### config.mk
export PLATFORM = sky130hd
export DESIGN_NAME = pwu_top
export DESIGN_NICKNAME = d
export VERILOG_FILES = /design/src/pkg/pwu_pkg.sv /design/src/hdl/pwu_top.sv
export SDC_FILE = /design/constraint.sdc
export NUM_CORES = 2
export LEC_CHECK = 0
export ABC_CLOCK_PERIOD_IN_PS = 3450
export BUFFER_PORTS_ARGS = -buffer_cell sky130_fd_sc_hd__buf_2
export CAP_MARGIN = 20
export CELL_PAD_IN_SITES_DETAIL_PLACEMENT = 0
export CELL_PAD_IN_SITES_GLOBAL_PLACEMENT = 1
export CORE_MARGIN = 2
export CORE_UTILIZATION = 51
export CTS_CLUSTER_SIZE = 40
export DETAILED_ROUTE_END_ITERATION = 10
export PLACE_DENSITY = 0.85
export RECOVER_POWER = 50
export REMOVE_ABC_BUFFERS = 1
export SYNTH_ARGS = -nofsm -noshare
export SYNTH_HDL_FRONTEND = slang
export SYNTH_SLANG_ARGS = --single-unit
### constraint.sdc
create_clock -name clk -period 3.45 [get_ports clk]
set_input_delay 0.345 -clock clk [delete_from_list [all_inputs] [get_ports clk]]
set_output_delay 0.345 -clock clk [all_outputs]
set_load 0.1 [all_outputs]
### src/pkg/pwu_pkg.sv
// register map, field layout and bus carrier for the pwm output unit
package pwu_pkg;
    localparam int PWU_NGEN = 3;
    localparam int PWU_CW   = 16;
    localparam int PWU_DBW  = 12;
    localparam int PWU_NEV  = 6;

    // global register offsets (byte addresses)
    localparam logic [7:0] PWU_A_CTL    = 8'h00;
    localparam logic [7:0] PWU_A_SYNC   = 8'h04;
    localparam logic [7:0] PWU_A_ENABLE = 8'h08;
    localparam logic [7:0] PWU_A_INVERT = 8'h0C;
    localparam logic [7:0] PWU_A_FAULT  = 8'h10;
    localparam logic [7:0] PWU_A_INTEN  = 8'h14;
    localparam logic [7:0] PWU_A_RIS    = 8'h18;
    localparam logic [7:0] PWU_A_ISC    = 8'h1C;
    localparam logic [7:0] PWU_A_STATUS = 8'h20;

    // per-generator offsets inside a 0x40 block starting at 0x40
    localparam logic [5:0] PWU_G_CTL    = 6'h00;
    localparam logic [5:0] PWU_G_INTEN  = 6'h04;
    localparam logic [5:0] PWU_G_RIS    = 6'h08;
    localparam logic [5:0] PWU_G_ISC    = 6'h0C;
    localparam logic [5:0] PWU_G_LOAD   = 6'h10;
    localparam logic [5:0] PWU_G_COUNT  = 6'h14;
    localparam logic [5:0] PWU_G_CMPA   = 6'h18;
    localparam logic [5:0] PWU_G_CMPB   = 6'h1C;
    localparam logic [5:0] PWU_G_GENA   = 6'h20;
    localparam logic [5:0] PWU_G_GENB   = 6'h24;
    localparam logic [5:0] PWU_G_DBCTL  = 6'h28;
    localparam logic [5:0] PWU_G_DBRISE = 6'h2C;
    localparam logic [5:0] PWU_G_DBFALL = 6'h30;

    // generator control bits
    localparam int PWU_C_EN     = 0;
    localparam int PWU_C_UPDN   = 1;
    localparam int PWU_C_DBGRUN = 2;
    localparam int PWU_C_LDSYNC = 3;
    localparam int PWU_C_CASYNC = 4;
    localparam int PWU_C_CBSYNC = 5;
    localparam int PWU_C_W      = 6;

    // event bit positions; action fields are two bits per event
    localparam int PWU_EV_ZERO = 0;
    localparam int PWU_EV_LOAD = 1;
    localparam int PWU_EV_AUP  = 2;
    localparam int PWU_EV_ADN  = 3;
    localparam int PWU_EV_BUP  = 4;
    localparam int PWU_EV_BDN  = 5;
    localparam int PWU_TRIG_LSB = 8;   // trigger select field in gen inten
    localparam int PWU_FAULT_BIT = 16; // fault bit in global inten/ris/isc

    localparam logic [1:0] PWU_ACT_HOLD = 2'h0;
    localparam logic [1:0] PWU_ACT_TOG  = 2'h1;
    localparam logic [1:0] PWU_ACT_LOW  = 2'h2;
    localparam logic [1:0] PWU_ACT_HIGH = 2'h3;

    localparam logic [31:0] PWU_RST = 32'h0000_0000;

    typedef struct packed {
        logic        cyc;
        logic        stb;
        logic        we;
        logic [7:0]  adr;
        logic [3:0]  sel;
        logic [31:0] dat;
    } pwu_wb_req_t;
endpackage : pwu_pkg

### src/hdl/pwu_top.sv
// pwm output unit: generators, dead-band, output control, wishbone slave
`timescale 1ns/1ns

// Function
// - down mode: zero, load, A down, B down
// - up/down mode: six events, the four compares direction-qualified
// - compare match dropped on zero/load cycle
// - coincident matches: A uses A, B uses B
// - per-event action: hold, toggle, low, high
// - dead-band off passes both signals
// - dead-band on: first delays rising edge
// - second is inverse, delayed after falling edge
// - interrupt on any selected event
// - trigger pulse on separately selected events
// - interrupt/trigger use raw counter events
// - resync resets chosen counters one cycle after the write
// - immediate update applies at next zero
// - sync update waits global update, then zero
// - update mode per load and compare value
// - per-output fault bit forces inactive
// - fault raises a processor interrupt
// - stall: keep running or halt at zero
// - stall raises no interrupt
// - one enable register gates all pins
// - per-output final inversion
// - count down reload, or up and down
// - down mode: load pulse follows zero
// - compare above load never matches
// - resync bits self-clear after reset
module pwu_top
    import pwu_pkg::*;
#(
    parameter int NGEN = PWU_NGEN,
    parameter int CW   = PWU_CW,
    parameter int DBW  = PWU_DBW
) (
    input  wire logic             clk,
    input  wire logic             rst_b,
    input  wire logic             ce,
    input  wire pwu_wb_req_t      wb_req,
    output logic                  wb_ack,
    output logic [31:0]           wb_dat_o,
    input  wire logic             fault_in,
    input  wire logic             dbg_stall,
    output logic [2*NGEN-1:0]     pwm_pin,
    output logic [NGEN-1:0]       adc_trig,
    output logic                  irq
);
    localparam int NO = 2 * NGEN;

    // register state
    logic [PWU_C_W-1:0] ctl_q  [NGEN];
    logic [13:0]        inten_q[NGEN];
    logic [PWU_NEV-1:0] ris_q  [NGEN];
    logic [CW-1:0]      cnt_q  [NGEN];
    logic [CW-1:0]      ldw_q  [NGEN];
    logic [CW-1:0]      ld_q   [NGEN];
    logic [CW-1:0]      caw_q  [NGEN];
    logic [CW-1:0]      ca_q   [NGEN];
    logic [CW-1:0]      cbw_q  [NGEN];
    logic [CW-1:0]      cb_q   [NGEN];
    logic [11:0]        gena_q [NGEN];
    logic [11:0]        genb_q [NGEN];
    logic [DBW-1:0]     dbr_q  [NGEN];
    logic [DBW-1:0]     dbf_q  [NGEN];
    logic [DBW-1:0]     dcr_q  [NGEN];
    logic [DBW-1:0]     dcf_q  [NGEN];
    logic [NGEN-1:0]    dben_q, dir_q, hold_q, sa_q, sb_q, gsync_q, sync_q;
    logic [NO-1:0]      enable_q, invert_q, flten_q;
    logic [31:0]        ginten_q;
    logic               flt_q;

    // combinational per-generator values
    logic [PWU_NEV-1:0] ev   [NGEN];
    logic [CW-1:0]      nl   [NGEN];
    logic [NGEN-1:0]    act_g, zr, sa_d, sb_d, dba, dbb, upl, upa, upb, gint;
    logic [31:0]        gris, rd;
    logic               acc, wr;
    logic [31:0]        wd;
    logic [1:0]         gidx;
    logic [5:0]         go;

    // apply one programmed action to a level
    function automatic logic act_f(input logic v, input logic [1:0] a);
        case (a)
            PWU_ACT_TOG:  act_f = ~v;
            PWU_ACT_LOW:  act_f = 1'b0;
            PWU_ACT_HIGH: act_f = 1'b1;
            default:      act_f = v;
        endcase
    endfunction : act_f

    // two-bit action field of an event
    function automatic logic [1:0] fld_f(input logic [11:0] r, input int e);
        fld_f = r[2*e +: 2];
    endfunction : fld_f

    // byte-lane merge of write data into the addressed register
    function automatic logic [31:0] wrm_f(input logic [31:0] o, input logic [31:0] n, input logic [3:0] s);
        for (int i = 0; i < 4; i++) begin
            wrm_f[8*i +: 8] = s[i] ? n[8*i +: 8] : o[8*i +: 8];
        end
    endfunction : wrm_f

    // bus decode
    assign acc  = wb_req.cyc & wb_req.stb & ~wb_ack;
    assign wr   = acc & wb_req.we;
    assign gidx = wb_req.adr[7:6];
    assign go   = {wb_req.adr[5:2], 2'b00};
    assign wd   = wrm_f(rd, wb_req.dat, wb_req.sel);

    // events, update selection, action and dead-band paths
    always_comb begin
        gris = PWU_RST;
        for (int g = 0; g < NGEN; g++) begin
            logic ma, mb, up, a, b;
            ma = 1'b0;
            mb = 1'b0;
            up = 1'b0;
            a  = 1'b0;
            b  = 1'b0;
            act_g[g] = ctl_q[g][PWU_C_EN] & ~hold_q[g];
            zr[g]    = cnt_q[g] == '0;
            upl[g]   = ~ctl_q[g][PWU_C_LDSYNC] | gsync_q[g];
            upa[g]   = ~ctl_q[g][PWU_C_CASYNC] | gsync_q[g];
            upb[g]   = ~ctl_q[g][PWU_C_CBSYNC] | gsync_q[g];
            nl[g]    = upl[g] ? ldw_q[g] : ld_q[g];
            ma = act_g[g] & (cnt_q[g] == ca_q[g]) & (ca_q[g] <= ld_q[g]);
            mb = act_g[g] & (cnt_q[g] == cb_q[g]) & (cb_q[g] <= ld_q[g]);
            up = ctl_q[g][PWU_C_UPDN] & dir_q[g];
            ev[g][PWU_EV_ZERO] = act_g[g] & zr[g];
            ev[g][PWU_EV_LOAD] = act_g[g] & (cnt_q[g] == ld_q[g]);
            ev[g][PWU_EV_AUP]  = ma & up;
            ev[g][PWU_EV_ADN]  = ma & ~up;
            ev[g][PWU_EV_BUP]  = mb & up;
            ev[g][PWU_EV_BDN]  = mb & ~up;
            // zero then load actions, then compares unless masked by them
            a = sa_q[g];
            b = sb_q[g];
            for (int e = PWU_EV_ZERO; e <= PWU_EV_LOAD; e++) begin
                if (ev[g][e]) begin
                    a = act_f(a, fld_f(gena_q[g], e));
                    b = act_f(b, fld_f(genb_q[g], e));
                end
            end
            if (!(ev[g][PWU_EV_ZERO] | ev[g][PWU_EV_LOAD])) begin
                if (ma) begin
                    a = act_f(a, fld_f(gena_q[g], up ? PWU_EV_AUP : PWU_EV_ADN));
                end else if (mb) begin
                    a = act_f(a, fld_f(gena_q[g], up ? PWU_EV_BUP : PWU_EV_BDN));
                end
                if (mb) begin
                    b = act_f(b, fld_f(genb_q[g], up ? PWU_EV_BUP : PWU_EV_BDN));
                end else if (ma) begin
                    b = act_f(b, fld_f(genb_q[g], up ? PWU_EV_AUP : PWU_EV_ADN));
                end
            end
            sa_d[g] = a;
            sb_d[g] = b;
            // dead-band: delayed rise on first, delayed inverse on second
            dba[g] = dben_q[g] ? (sa_q[g] & (dcr_q[g] >= dbr_q[g])) : sa_q[g];
            dbb[g] = dben_q[g] ? (~sa_q[g] & (dcf_q[g] >= dbf_q[g])) : sb_q[g];
            gint[g] = |(ris_q[g] & inten_q[g][PWU_NEV-1:0]);
            gris[g] = gint[g];
        end
        gris[PWU_FAULT_BIT] = flt_q;
    end

    // register read mux
    always_comb begin
        rd = PWU_RST;
        if (gidx == 2'h0) begin
            case (wb_req.adr)
                PWU_A_CTL:    rd[NGEN-1:0] = gsync_q;
                PWU_A_SYNC:   rd[NGEN-1:0] = sync_q;
                PWU_A_ENABLE: rd[NO-1:0]   = enable_q;
                PWU_A_INVERT: rd[NO-1:0]   = invert_q;
                PWU_A_FAULT:  rd[NO-1:0]   = flten_q;
                PWU_A_INTEN:  rd           = ginten_q;
                PWU_A_RIS:    rd           = gris;
                PWU_A_ISC:    rd           = gris & ginten_q;
                PWU_A_STATUS: rd[0]        = fault_in;
                default:      rd           = PWU_RST;
            endcase
        end else if (int'(gidx) <= NGEN) begin
            case (go)
                PWU_G_CTL:    rd[PWU_C_W-1:0] = ctl_q[gidx-2'h1];
                PWU_G_INTEN:  rd[13:0]        = inten_q[gidx-2'h1];
                PWU_G_RIS:    rd[PWU_NEV-1:0] = ris_q[gidx-2'h1];
                PWU_G_ISC:    rd[PWU_NEV-1:0] = ris_q[gidx-2'h1] & inten_q[gidx-2'h1][PWU_NEV-1:0];
                PWU_G_LOAD:   rd[CW-1:0]      = ldw_q[gidx-2'h1];
                PWU_G_COUNT:  rd[CW-1:0]      = cnt_q[gidx-2'h1];
                PWU_G_CMPA:   rd[CW-1:0]      = caw_q[gidx-2'h1];
                PWU_G_CMPB:   rd[CW-1:0]      = cbw_q[gidx-2'h1];
                PWU_G_GENA:   rd[11:0]        = gena_q[gidx-2'h1];
                PWU_G_GENB:   rd[11:0]        = genb_q[gidx-2'h1];
                PWU_G_DBCTL:  rd[0]           = dben_q[gidx-2'h1];
                PWU_G_DBRISE: rd[DBW-1:0]     = dbr_q[gidx-2'h1];
                PWU_G_DBFALL: rd[DBW-1:0]     = dbf_q[gidx-2'h1];
                default:      rd              = PWU_RST;
            endcase
        end
    end

    // wishbone answer: ack one cycle after the request, data with it
    always_ff @(posedge clk or negedge rst_b) begin
        if (!rst_b) begin
            wb_ack   <= 1'b0;
            wb_dat_o <= PWU_RST;
        end else if (ce) begin
            wb_ack   <= acc;
            wb_dat_o <= acc ? rd : PWU_RST;
        end
    end

    // global control registers and fault sticky bit
    always_ff @(posedge clk or negedge rst_b) begin
        if (!rst_b) begin
            enable_q <= '0;
            invert_q <= '0;
            flten_q  <= '0;
            ginten_q <= PWU_RST;
            flt_q    <= 1'b0;
        end else if (ce) begin
            if (wr && wb_req.adr == PWU_A_ENABLE) enable_q <= wd[NO-1:0];
            if (wr && wb_req.adr == PWU_A_INVERT) invert_q <= wd[NO-1:0];
            if (wr && wb_req.adr == PWU_A_FAULT)  flten_q  <= wd[NO-1:0];
            if (wr && wb_req.adr == PWU_A_INTEN)  ginten_q <= wd;
            // fault latch, set wins over write-one-to-clear
            flt_q <= fault_in | (flt_q & ~(wr && wb_req.adr == PWU_A_ISC && wb_req.dat[PWU_FAULT_BIT]));
        end
    end

    // per-generator configuration, shadow values and status
    always_ff @(posedge clk or negedge rst_b) begin
        if (!rst_b) begin
            for (int g = 0; g < NGEN; g++) begin
                ctl_q[g]   <= '0;
                inten_q[g] <= '0;
                ris_q[g]   <= '0;
                ldw_q[g]   <= '0;
                ld_q[g]    <= '0;
                caw_q[g]   <= '0;
                ca_q[g]    <= '0;
                cbw_q[g]   <= '0;
                cb_q[g]    <= '0;
                gena_q[g]  <= '0;
                genb_q[g]  <= '0;
                dbr_q[g]   <= '0;
                dbf_q[g]   <= '0;
            end
            dben_q  <= '0;
            gsync_q <= '0;
            sync_q  <= '0;
        end else if (ce) begin
            for (int g = 0; g < NGEN; g++) begin
                if (wr && gidx == 2'(g + 1)) begin
                    case (go)
                        PWU_G_CTL:    ctl_q[g]   <= wd[PWU_C_W-1:0];
                        PWU_G_INTEN:  inten_q[g] <= wd[13:0];
                        PWU_G_LOAD:   ldw_q[g]   <= wd[CW-1:0];
                        PWU_G_CMPA:   caw_q[g]   <= wd[CW-1:0];
                        PWU_G_CMPB:   cbw_q[g]   <= wd[CW-1:0];
                        PWU_G_GENA:   gena_q[g]  <= wd[11:0];
                        PWU_G_GENB:   genb_q[g]  <= wd[11:0];
                        PWU_G_DBCTL:  dben_q[g]  <= wd[0];
                        PWU_G_DBRISE: dbr_q[g]   <= wd[DBW-1:0];
                        PWU_G_DBFALL: dbf_q[g]   <= wd[DBW-1:0];
                        default:      ;
                    endcase
                end
                // raw event latch; new events win over clear
                ris_q[g] <= ev[g] | (ris_q[g] &
                    ~((wr && gidx == 2'(g + 1) && go == PWU_G_ISC) ? wb_req.dat[PWU_NEV-1:0] : '0));
                // shadows reach the active copies only at counter zero
                if (ev[g][PWU_EV_ZERO]) begin
                    if (upl[g]) ld_q[g] <= ldw_q[g];
                    if (upa[g]) ca_q[g] <= caw_q[g];
                    if (upb[g]) cb_q[g] <= cbw_q[g];
                end
                // global update and resync requests self-clear
                if (wr && wb_req.adr == PWU_A_CTL && wd[g]) begin
                    gsync_q[g] <= 1'b1;
                end else if (ev[g][PWU_EV_ZERO]) begin
                    gsync_q[g] <= 1'b0;
                end
                sync_q[g] <= wr && wb_req.adr == PWU_A_SYNC && wd[g];
            end
        end
    end

    // counters, direction and debug hold
    always_ff @(posedge clk or negedge rst_b) begin
        if (!rst_b) begin
            for (int g = 0; g < NGEN; g++) cnt_q[g] <= '0;
            dir_q  <= '0;
            hold_q <= '0;
        end else if (ce) begin
            for (int g = 0; g < NGEN; g++) begin
                hold_q[g] <= dbg_stall & (hold_q[g] |
                    (~ctl_q[g][PWU_C_DBGRUN] & ev[g][PWU_EV_ZERO]));
                if (sync_q[g]) begin
                    cnt_q[g] <= '0;
                    dir_q[g] <= 1'b1;
                end else if (act_g[g] && !(dbg_stall && !ctl_q[g][PWU_C_DBGRUN] && zr[g])) begin
                    if (!ctl_q[g][PWU_C_UPDN]) begin
                        cnt_q[g] <= zr[g] ? nl[g] : CW'(cnt_q[g] - 1'b1);
                    end else if (dir_q[g]) begin
                        if (cnt_q[g] >= ld_q[g]) begin
                            dir_q[g] <= 1'b0;
                            cnt_q[g] <= zr[g] ? cnt_q[g] : CW'(cnt_q[g] - 1'b1);
                        end else begin
                            cnt_q[g] <= CW'(cnt_q[g] + 1'b1);
                        end
                    end else if (zr[g]) begin
                        dir_q[g] <= 1'b1;
                        cnt_q[g] <= (nl[g] == '0) ? cnt_q[g] : CW'(cnt_q[g] + 1'b1);
                    end else begin
                        cnt_q[g] <= CW'(cnt_q[g] - 1'b1);
                    end
                end
            end
        end
    end

    // generator signal levels and dead-band delay counters
    always_ff @(posedge clk or negedge rst_b) begin
        if (!rst_b) begin
            sa_q <= '0;
            sb_q <= '0;
            for (int g = 0; g < NGEN; g++) begin
                dcr_q[g] <= '0;
                dcf_q[g] <= '0;
            end
        end else if (ce) begin
            sa_q <= sa_d;
            sb_q <= sb_d;
            for (int g = 0; g < NGEN; g++) begin
                if (!sa_q[g]) dcr_q[g] <= '0;
                else if (dcr_q[g] < dbr_q[g]) dcr_q[g] <= DBW'(dcr_q[g] + 1'b1);
                if (sa_q[g]) dcf_q[g] <= '0;
                else if (dcf_q[g] < dbf_q[g]) dcf_q[g] <= DBW'(dcf_q[g] + 1'b1);
            end
        end
    end

    // output control, triggers and interrupt line
    always_ff @(posedge clk or negedge rst_b) begin
        if (!rst_b) begin
            pwm_pin  <= '0;
            adc_trig <= '0;
            irq      <= 1'b0;
        end else if (ce) begin
            for (int g = 0; g < NGEN; g++) begin
                pwm_pin[2*g]   <= (dba[g] & ~(fault_in & flten_q[2*g]) & enable_q[2*g])
                                  ^ invert_q[2*g];
                pwm_pin[2*g+1] <= (dbb[g] & ~(fault_in & flten_q[2*g+1]) & enable_q[2*g+1])
                                  ^ invert_q[2*g+1];
                adc_trig[g]    <= |(ev[g] & inten_q[g][PWU_TRIG_LSB +: PWU_NEV]);
            end
            irq <= |(gris & ginten_q);
        end
    end
endmodule : pwu_top

==> metrics <==
Synth top area share=42.0%; CP required=3.98 ns; Max transition margin=-38.7%; drt initial violations=4116; Crit Path Class=in2reg; register bit total from synthesis=745; MaxCap Viol Count=1; initial antenna violation count=5; gr busiest metal=met2; total gr overflow=0; cell area after layout=0.0519 mm²; DR vias=38454; Synth Instances=4416; CP max FO=28; total number of yosys warnings=0; crit end category=register; met3 GRT Util=7.09%; detailed placement HPWL=127 mm; CTS tree=yes; status=finished with violations; syn avg cell area=10.1 µm²; minimum clock period=3.35 ns; EDFF count, synth=0; Initial Util=51.4%; Hold WS=0.0367 ns; Worst Skew=0.0340 ns; worst r2r src=ld_q[7]$_DFFE_PN0P_; CP Launch Type=input port; all-layer global routing usage=37.2%; Clock Tree Buf Depth=3; die area=0.0895 mm²; final wirelength=168 mm; placed cell areas=0.0490 mm²; met2 Use GR=58.4%; Leak=24.8 nW; top cell types by occurrence after synthesis=dfrtp_1 (745), mux2_2 (476), nand2_1 (370), ha_1 (235), clkbuf_1 (221); Pwr per Cell Area=436 mW/mm²; Worst Tran Pin Value=2.08 ns; routed len/inst=28.2 µm; clock latency on the worst-skew pair=0.67 ns; Worst Setup SP=wb_req[42]; final-report hold violation count=0; RSZ-0062 raised after global routing=no; I/O Buffers=94; Root Buffer=clkbuf_16; largest net degree at the start of global routing=104; final core utilization=60.0%; vias per cell=6.47; Row Count=108; Distinct cells, synth=87; H-tree depth=3; Num Clock Sinks=745; Synth area leader=dfrtp_1; Clock transition at path regs=0.06 ns; Ports=95; Die X=299 µm; share of cells above drive strength 1=23.7%; Filler Cell Count=7378; Final Cycle Share=97.2%; mapped cell area=0.0444 mm²; die height=299 µm; Placed Cells=5773; sequential element share of the synthesized area=42.0%; Non-Filler Instances=5946; number of CTS-inserted buffers=85; Peak VDD IR=341 µV; vias in the first global route=37705; HP Start=wb_req[34]; worst endpoint data arrival time=3.88 ns; failing checks=capacitance limit, slew limit; Antenna Violating Nets Remaining=0; DRC Markers=0; Final Max Tran Viols=59; Final GP Congestion=1.06; setup TNS=0 ns; Hold Path Class=in2reg; asr flop ratio synth=100%; highest achievable clock rate=0.298 GHz; Post-synth top flop=dfrtp_1; cell with the most instances after synthesis=dfrtp_1; met1 GRT Util=48.9%; area grow syn2layout=16.9%; Final nets=5010; first-pass GRT wire length=249 mm; 1st-pass router iterations=6; Final setup viols=0; dominant cells by area after synthesis=dfrtp_1 (42%), mux2_2 (12%), ha_1 (6.6%); Core Region=0.0865 mm²
[metal layers]
layer	wire [µm]	part of all wire [%]
met2	76500	46
met5	10	0.0060
met4	10100	6.0
met3	14600	8.7
met1	66300	40
[power breakdown]
| part | switching (mW) | internal [mW] |
|---|---|---|
| Combinational | 2.34 | 1.51 |
| Clock | 4.00 | 5.45 |
| Sequential | 0.374 | 8.98 |
[sequential cells by signal, indices dropped and copies added (netlist names), 42 cells and up]
signal and count:
ld_q 48, cnt_q 48, ldw_q 48, cb_q 48, ca_q 48, inten_q 42, caw_q 48, cbw_q 48
[what timing repair did]
item	CTS	global route
resized for setup	0	2
hold buffers	18	0
hold endpoints to repair	68	0
endpoints found under the setup margin	0	2
buffers inserted	0	0
[kinds of logic after synthesis]
family / after synthesis / synth area share, %
mux: 654 / 16.2
xor+xnor: 184 / 3.63
flops: 745 / 42.0
compound gates: 987 / 14.9
fa+ha+maj: 235 / 6.62
simple gates: 1129 / 12.5
buf+inv: 482 / 4.20
[cell type report]
cell class | instances | area, µm² | area share (%)
multi-input combinational | 3189 | 24100 | 46.5
clock inverter | 37 | 427 | 0.822
sequential | 745 | 18600 | 35.9
tap | 1155 | 1450 | 2.78
inverter | 207 | 777 | 1.50
clock buffer | 116 | 2440 | 4.71
antenna | 2 | 5.00 | 0.00964
timing repair buffer | 495 | 4060 | 7.82
[metrics by stage]
stage          power [mW]  setup slack (ns)
2_1_floorplan        11.5             -4.16
3_3_place_gp         13.2            -0.515
3_5_place_dp         13.3            -0.521
4_1_cts              22.7             0.164
5_1_grt              23.4            0.0119
6_report             22.6            0.0970
[cells in the final DEF, fill, tap and decap left out, drive strengths merged, types with 20 or more instances in the layout]
master / n
mux2i: 175
ha: 235
or3: 25
o31ai: 25
inv: 214
o22ai: 51
nor2: 205
and3: 45
nor3: 53
a22o: 33
o21a: 35
nand2: 370
o211ai: 32
nand4: 108
mux2: 476
nand3: 111
a21o: 54
o21ai: 209
xor2: 102
xnor2: 82
and2: 33
buf: 456
nor4: 68
o2bb2ai: 20
a221o: 33
a21oi: 206
a22oi: 70
a221oi: 23
a31oi: 44
clkbuf: 137
dfrtp: 745
nor2b: 37
[worst max-delay path, cell delays in order]
cell and delay [ns]:
buf_2 0.10, clkinv_1 0.16, ha_4 0.40, buf_12 0.23, mux2i_1 0.37, o22ai_1 0.15, nor3_1 0.18, o21ai_0 0.20
buf_4 0.19, a221oi_1 0.47, buf_4 0.19, a2bb2oi_1 0.16, buf_4 0.15, mux2i_4 0.07, buf_12 0.20, mux2_2 0.28
[final timing paths]
check                           slack [ns]                  endpoint  cells past startpoint
max in group asynchronous             0.51    genb_q[20]$_DFFE_PN0P_                      4
worst min register to register        0.48  wb_dat_o[18]$_DFFE_PN0P_                      1
worst max register to register        0.13       sa_q[2]$_DFFE_PN0P_                     10
worst min-delay path                  0.04  ginten_q[16]$_DFFE_PN0P_                      3
min in group asynchronous             0.82      cbw_q[5]$_DFFE_PN0P_                      2
worst max-delay path                   0.1    genb_q[34]$_DFFE_PN0P_                     16
Power figures use the tool's default switching activity.
